`config.mk`:
```
export PLATFORM = sky130hd
export DESIGN_NAME = psm_gen
export DESIGN_NICKNAME = d
export VERILOG_FILES = /design/src/inc/psm_pkg.sv /design/src/inc/psm_db_if.sv /design/src/psm_dband.sv /design/src/psm_gen.sv
export SDC_FILE = /design/constraint.sdc
export NUM_CORES = 1
export LEC_CHECK = 0
export BUFFER_PORTS_ARGS = -buffer_cell sky130_fd_sc_hd__clkbuf_2
export CORE_MARGIN = 4
export CORE_UTILIZATION = 50
export DETAILED_ROUTE_END_ITERATION = 10
export PLACE_DENSITY = 0.73
export SLEW_MARGIN = 20
export SYNTH_ARGS = -nofsm -noshare
export SYNTH_HDL_FRONTEND = slang
export SYNTH_SLANG_ARGS = --single-unit
```
`constraint.sdc`:
```
create_clock -name core_clk -period 4.4 [get_ports core_clk]
set_input_delay 0.44 -clock core_clk [delete_from_list [all_inputs] [get_ports core_clk]]
set_output_delay 0.44 -clock core_clk [all_outputs]
set_load 0.01 [all_outputs]
```
`src/inc/psm_pkg.sv`:
```
package psm_pkg;

    // ----------------------------------------------------------------
    // Output bit positions inside the packed output vector
    // ----------------------------------------------------------------
    localparam int PSM_OUT_A = 0;
    localparam int PSM_OUT_B = 1;
    localparam int PSM_OUT_C = 2;
    localparam int PSM_OUT_D = 3;
    localparam int PSM_OUT_E = 4;
    localparam int PSM_OUT_F = 5;
    localparam int PSM_OUT_N = 6;

    // ----------------------------------------------------------------
    // Reset values and default widths
    // ----------------------------------------------------------------
    localparam logic [5:0] PSM_OUTS_RST = 6'h00;
    localparam logic       PSM_ODD_RST  = 1'h0;
    localparam int         PSM_DB_W     = 8;
    localparam int         PSM_SRC_N    = 4;

    // Pending dead-band wait
    typedef enum logic [1:0] {
        PSM_HOLD_NONE,
        PSM_HOLD_RISE,
        PSM_HOLD_FALL
    } psm_hold_t;

    // Primary group for the mode and period parity
    function automatic logic [5:0] psm_prim_mask(input logic pp,
                                                 input logic odd);
        logic [5:0] m;
        m = '0;
        if (!pp)
            m[PSM_OUT_A] = 1'b1;
        else if (odd) begin
            m[PSM_OUT_A] = 1'b1;
            m[PSM_OUT_C] = 1'b1;
        end else begin
            m[PSM_OUT_B] = 1'b1;
            m[PSM_OUT_D] = 1'b1;
        end
        return m;
    endfunction

    // Complementary output for the mode and period parity
    function automatic logic [5:0] psm_comp_mask(input logic pp,
                                                 input logic odd);
        logic [5:0] m;
        m = '0;
        if (!pp)
            m[PSM_OUT_B] = 1'b1;
        else if (odd)
            m[PSM_OUT_E] = 1'b1;
        else
            m[PSM_OUT_F] = 1'b1;
        return m;
    endfunction

    // Outputs that pulse-skipping may drive
    localparam logic [5:0] PSM_SKIP_USED = 6'h03;

endpackage

```
`src/inc/psm_db_if.sv`:
```
`timescale 1ns/10ps
interface psm_db_if #(parameter int DB_W = 8);
    logic            start;
    logic [DB_W-1:0] len;
    logic            done;

    modport ctrl  (output start, output len, input done);
    modport timer (input start, input len, output done);
endinterface

```
`src/psm_dband.sv`:
```
`timescale 1ns/10ps
module psm_dband
    import psm_pkg::*;
#(
    parameter int DB_W = PSM_DB_W
)(
    input wire logic core_clk,
    input wire logic rst_b,
    psm_db_if.timer  db
);

    typedef struct packed {
        logic [DB_W-1:0] cnt;
    } psm_db_state_t;

    psm_db_state_t s;
    psm_db_state_t next_s;

    if (DB_W < 1) begin : g_chk
        $error("psm_dband: DB_W must be at least 1");
    end

    // ----------------------------------------------------------------
    // Dead-band down counter, restarted by every start
    // ----------------------------------------------------------------

    // Done in the last counted cycle
    assign db.done = (s.cnt == DB_W'(1));

    // Load or count down; zero length still waits one cycle
    always_comb begin
        next_s = s;
        if (db.start)
            next_s.cnt = (db.len == '0) ? DB_W'(1) : db.len;
        else if (s.cnt != '0)
            next_s.cnt = s.cnt - DB_W'(1);
    end

    // State register
    always_ff @(posedge core_clk or negedge rst_b) begin
        if (!rst_b)
            s <= '0;
        else
            s <= next_s;
    end

endmodule

```
`src/psm_gen.sv`:
```
`timescale 1ns/10ps
// How it works
// RULE1: Push-pull uses six outputs, alternating odd/even.
// RULE2: Primary on A-D, complement on E-F.
// RULE3: A mirrors C, B mirrors D.
// RULE4: Odd rise: E off, dead band, A/C on.
// RULE5: Odd fall: A/C off, dead band, E on.
// RULE6: Even rise: F off, dead band, B/D on.
// RULE7: Even fall: B/D off, dead band, F on.
// RULE8: Skip mode pulses only if source high.
// RULE9: Skip mode rise timed by phase compare.
// RULE10: Skip mode fall follows fall events directly.
// RULE11: Skip mode uses only A and B.
// RULE12: Qualified rise: B off, dead band, A on.
// RULE13: Skip fall: A off, dead band, B on.
// RULE14: Outside source decides which periods pulse.
// RULE15: Parity flag toggles per period, resets odd-first.
module psm_gen
    import psm_pkg::*;
#(
    parameter int DB_W  = PSM_DB_W,
    parameter int SRC_N = PSM_SRC_N
)(
    input  wire logic             core_clk,
    input  wire logic             rst_b,
    input  wire logic             enable,
    input  wire logic             push_pull_mode,
    input  wire logic             period_evt,
    input  wire logic             rise_evt,
    input  wire logic             fall_evt,
    input  wire logic [SRC_N-1:0] rise_src,
    input  wire logic [SRC_N-1:0] rise_src_en,
    input  wire logic             db_rise_en,
    input  wire logic             db_fall_en,
    input  wire logic [DB_W-1:0]  db_rise_len,
    input  wire logic [DB_W-1:0]  db_fall_len,
    output logic                  primary_out_a,
    output logic                  primary_out_b,
    output logic                  primary_out_c,
    output logic                  primary_out_d,
    output logic                  complement_out_e,
    output logic                  complement_out_f
);

    typedef struct packed {
        logic [5:0] outs;
        logic       odd;
        logic       qual;
        psm_hold_t  hold;
        logic [5:0] pmask;
        logic [5:0] cmask;
    } psm_state_t;

    psm_state_t  s;
    psm_state_t  next_s;
    logic        odd_now;
    logic        qual_now;
    logic        rise_take;
    logic [5:0]  pm;
    logic [5:0]  cm;

    psm_db_if #(.DB_W(DB_W)) db ();

    if (DB_W < 1 || SRC_N < 1) begin : g_chk
        $error("psm_gen: DB_W and SRC_N must be at least 1");
    end

    // ----------------------------------------------------------------
    // Dead-band timer
    // ----------------------------------------------------------------

    // Shared by rising and falling dead band
    psm_dband #(.DB_W(DB_W)) u_dband (
        .core_clk (core_clk),
        .rst_b    (rst_b),
        .db       (db.timer)
    );

    // ----------------------------------------------------------------
    // Waveform sequencing
    // ----------------------------------------------------------------

    // Parity, qualification, edge events and dead-band completion
    always_comb begin
        next_s    = s;
        odd_now   = s.odd;
        qual_now  = s.qual;
        rise_take = 1'b0;
        db.start  = 1'b0;
        db.len    = '0;
        pm        = '0;
        cm        = '0;
        if (!enable) begin
            next_s      = '0;
            next_s.outs = PSM_OUTS_RST;
            next_s.odd  = PSM_ODD_RST;
        end else begin
            if (period_evt) begin
                odd_now  = ~s.odd; // RULE15
                qual_now = |(rise_src & rise_src_en); // RULE8
            end
            next_s.odd  = odd_now;
            next_s.qual = qual_now;
            // Groups alternate with parity in push-pull
            pm = psm_prim_mask(push_pull_mode, odd_now); // RULE1 RULE2
            cm = psm_comp_mask(push_pull_mode, odd_now); // RULE2 RULE11

            // End of a dead band drives the waiting group active
            case (s.hold)
                PSM_HOLD_RISE: begin
                    if (db.done) begin
                        next_s.outs = s.outs | s.pmask;
                        next_s.hold = PSM_HOLD_NONE;
                    end
                end
                PSM_HOLD_FALL: begin
                    if (db.done) begin
                        next_s.outs = s.outs | s.cmask;
                        next_s.hold = PSM_HOLD_NONE;
                    end
                end
                default: next_s.hold = PSM_HOLD_NONE;
            endcase

            // Rising edge; skip mode only when qualified
            rise_take = rise_evt && (push_pull_mode || qual_now); // RULE9
            if (rise_take) begin
                next_s.qual  = 1'b0;
                next_s.pmask = pm;
                next_s.cmask = cm;
                next_s.outs  = next_s.outs & ~cm; // RULE4 RULE6 RULE12
                if (db_rise_en) begin
                    next_s.hold = PSM_HOLD_RISE;
                    db.start    = 1'b1;
                    db.len      = db_rise_len;
                end else begin
                    next_s.outs = next_s.outs | pm; // RULE4 RULE6 RULE12
                    next_s.hold = PSM_HOLD_NONE;
                end
            end

            // Falling edge is never qualified and wins a tie
            if (fall_evt) begin // RULE10
                next_s.pmask = pm;
                next_s.cmask = cm;
                next_s.outs  = next_s.outs & ~pm; // RULE5 RULE7 RULE13
                if (db_fall_en) begin
                    next_s.hold = PSM_HOLD_FALL;
                    db.start    = 1'b1;
                    db.len      = db_fall_len;
                end else begin
                    next_s.outs = next_s.outs | cm; // RULE5 RULE7 RULE13
                    next_s.hold = PSM_HOLD_NONE;
                end
            end

            // Skip mode never drives C to F
            if (!push_pull_mode)
                next_s.outs = next_s.outs & PSM_SKIP_USED; // RULE11
        end
    end

    // State register
    always_ff @(posedge core_clk or negedge rst_b) begin
        if (!rst_b) begin
            s      <= '0;
            s.outs <= PSM_OUTS_RST;
            s.odd  <= PSM_ODD_RST;
        end else begin
            s <= next_s;
        end
    end

    // ----------------------------------------------------------------
    // Pin outputs, straight from the state register
    // ----------------------------------------------------------------
    assign primary_out_a    = s.outs[PSM_OUT_A];
    assign primary_out_b    = s.outs[PSM_OUT_B];
    assign primary_out_c    = s.outs[PSM_OUT_C]; // RULE3
    assign primary_out_d    = s.outs[PSM_OUT_D]; // RULE3
    assign complement_out_e = s.outs[PSM_OUT_E];
    assign complement_out_f = s.outs[PSM_OUT_F];
endmodule

```
==> metrics.log <==
[metrics] worst-path cell chain: inv_1 -> ha_1 -> or3_1 -> a32o_1 -> a32oi_1 -> nor2_1
[metrics] antenna violations before repair: 0
[metrics] class of the most critical hold timing path: input pin to asynchronous set/reset pin
[metrics] transition time of the tightest slew-check pin: about 540 ps
[metrics] crit path buf inv count: 1
[metrics] Initial DRT Pass Iterations: 4
[metrics] width of the die: 63.1 µm
[metrics] met1 wire length: 1630 µm
[metrics] library cell with the largest summed area after synthesis: dfrtp_1
[metrics] Synth Area per Inst: 8.97 µm²
[metrics] post-synth net total: 207
[metrics] total setup buffers inserted after CTS: 0
[metrics] overall overflow remaining after global route: 0
[metrics] Fmax achieved: 557 MHz
[metrics] leading post-synthesis cells by cell area: dfrtp_1, nand2_1, ha_1
[metrics] clock insertion delay at the later pin of the skew report: 300 ps
[metrics] Total Die Area: 3980 µm²
[metrics] met3 wire length: 246 µm
[metrics] starting DRC count in detailed routing: 87
[metrics] cell area after synthesis: 1520 µm²
[metrics] CTS H-tree depth: 1
[metrics] number of global-route vias before repair: ~1400
[metrics] worst hold slack across all endpoints: 99.9 ps
[metrics] Yosys top cell area share: between 30% and 40%
[metrics] final weighted congestion in routability-driven placement: 0.931
[metrics] status: finished clean
[metrics] category of the worst setup path capture point: register
[metrics] Routed Antenna Nets: 0
[metrics] Total Power Consumption: 0.576 mW
[metrics] Port Buffers: 38
[metrics] maximum count of clock buffers along a single path: 2
[metrics] post-synthesis cell count: 169
[metrics] via count: 1410
[metrics] largest stage delay on the critical path: between 500 and 600 ps
[metrics] setup repair after global routing missed its margin: no
[metrics] Initial Util: 53.6%
[metrics] sink count of the clock tree: 22
[metrics] post-route clock skew: 0.576 ps
[metrics] aggregate negative setup slack: 0 ps
[metrics] Core ar.: 2830 µm²
[metrics] count of inserted antenna diode cells: 0
[metrics] row count: 19
[metrics] final cycle utilization of the critical path: 40.8%
[metrics] hold-fix buffers at CTS: 0
[metrics] Min Clock Period, post-route: 1800 ps
[metrics] routed wire length: 3710 µm
[metrics] synth warn: 0
[metrics] CTS Root Buffer Type: clkbuf_4
[metrics] startpoint class of the critical path: register
[metrics] hpwl dp: 2850 µm
[metrics] top routing layer in use: met4
[metrics] CTS Buf Count: 3
[metrics] maximum number of pins on one net before global-route repair: 28
[metrics] portion of the post-synthesis area used by sequential elements: 36.3%
[metrics] share of final-layout standard cells stronger than drive strength 1: between 20% and 30%
[metrics] most frequent cells in the layout: clkbuf_2, nand2_1, dfrtp_1
[metrics] TritonCTS clock tree: done
[metrics] Final Hold Fails: 0
[metrics] highest-delay cell along the critical path: or3_1
[metrics] number of setup violations in the final report: 0
[metrics] PostCTS Resize Cnt: 0
[metrics] I/O pin cnt: 39
[metrics] synthesis-to-layout area growth: 12.7%
[metrics] vertical extent of the die: approximately 63 µm
[metrics] Worst Setup Path Type: register to register
[metrics] met2 routed wirelength: around 1800 µm
[metrics] number of vias per cell after detailed routing: 6.13
[metrics] CTS clock-pin slew for the worst setup and hold paths: 110 ps
[metrics] IR drop worst, VDD: around 150 µV
[metrics] endpoint arrival time on the critical path: 1990 ps
[metrics] Max-cap violations: 0
[metrics] top cell family by delay on the critical path: simple AND/OR/NAND/NOR gates
[metrics] most common cell after layout, fill and taps aside: clkbuf_2
[metrics] required arrival time at the worst endpoint: 4590 ps
[metrics] layout net count: around 240
[metrics] wire length of the first global-routing pass: 6440 µm
[metrics] PwrDens: 337 nW/µm²
[metrics] post-route DRC violation count: 0
[metrics] WL/cell: 16.1 µm
[metrics] Yosys cell types: 50
[metrics] synthesis-stage register bit count: 22
[metrics] GRT Util Overall: 19.8%
[metrics] leakage dissipation: 0.768 nW
[metrics] headroom to the max-slew limit: 64.3%
[metrics] Max Slew Vio Count: 0
[metrics] largest fanout on the critical path: 6
-- power breakdown --
group,switching [mW],internal [mW]
combinational,0.110,0.0886
clock,0.0554,0.0319
sequential,0.0498,0.241
total,0.215,0.361
-- Yosys cell counts, drive strengths merged --
library cell  number
nand2             23
dfrtp             22
nand3             13
o21ai             11
nor2               9
buf                7
a22oi              6
xor2               6
a21oi              5
ha                 5
inv                5
o22ai              5
a31oi              4
a32oi              4
clkbuf             4
and2               3
o211a              3
or3                3
xnor2              3
a221oi             2
nand2b             2
nor4               2
o2111ai            2
o211ai             2
o2bb2ai            2
a21boi             1
a21o               1
a31o               1
a32o               1
and3               1
and3b              1
and4b              1
mux2i              1
nand4b             1
nor2b              1
nor3               1
nor4b              1
o21a               1
o31a               1
o31ai              1
or4                1
-- routing by layer --
metal / global-route usage, % / up-vias
met3: 2.84 / 4
met5: 0 / -
met2: 31.8 / 68
met4: 5.79 / 0
li1: - / 689
met1: 27.7 / 649
-- worst register-to-register path: stages, from the launching register on --
cell and delay (ps):
dfrtp_1 400, inv_1 60, ha_1 250, or3_1 510
a32o_1 260, a32oi_1 160, nor2_1 60
-- registers in the layout, indices dropped and copies added, names as in the netlist --
| signal | count |
|---|---|
| primary_out_a | 1 |
| complement_out_e | 1 |
| primary_out_d | 1 |
| complement_out_f | 1 |
| primary_out_b | 1 |
| primary_out_c | 1 |
| u_dband.s | 8 |
| s | 8 |
-- cell families (layout without fill, tap and decap cells) --
| kind of cell | after synthesis | after routing | synth area share, % |
|---|---|---|---|
| multiplexers | 1 | 1 | 0.660 |
| AO/OA/AOI/OAI | 53 | 53 | 26.3 |
| AND/OR/NAND/NOR | 63 | 63 | 22.3 |
| adder cells (fa/ha/maj) | 5 | 5 | 4.13 |
| buffers and inverters | 16 | 46 | 5.12 |
| XOR/XNOR | 9 | 9 | 5.20 |
| flip-flops | 22 | 22 | 36.3 |
-- area by class of cell --
type | count | area (µm²)
Fill cell | 252 | 1120
Multi-Input combinational cell | 131 | 888
Sequential cell | 22 | 551
Timing Repair Buffer | 38 | 190
Tap cell | 31 | 38.8
Clock buffer | 3 | 22.5
Inverter | 5 | 18.8
-- final timing paths --
kind                       slack, ps      from                to  depth (start not counted)
hold reg to reg                  570      s[6]              s[6]                          1
hold / removal                   100     rst_b  complement_out_e                          1
setup / recovery                2600     s[12]  complement_out_e                          6
max in group asynchronous       3950     rst_b      u_dband.s[3]                          1
min in group core_clk            440  fall_evt     primary_out_d                          2
setup reg to reg                2600     s[12]  complement_out_e                          6
-- metrics by stage --
| stage | cell area (µm²) | setup WS, ps | std cells | utilization, % |
|---|---|---|---|---|
| 6_report | 1710 | 2600 | 230 | 60.4 |
| 2_1_floorplan | 1520 | 2780 | 169 | - |
| 4_1_cts | 1710 | 2600 | 230 | 60.4 |
| 5_1_grt | 1710 | 2500 | 230 | 60.4 |
| 3_5_place_dp | 1690 | 2580 | 227 | 59.6 |
| 3_3_place_gp | 1690 | 2660 | 227 | 59.6 |
(Power assumes the default switching activity.)
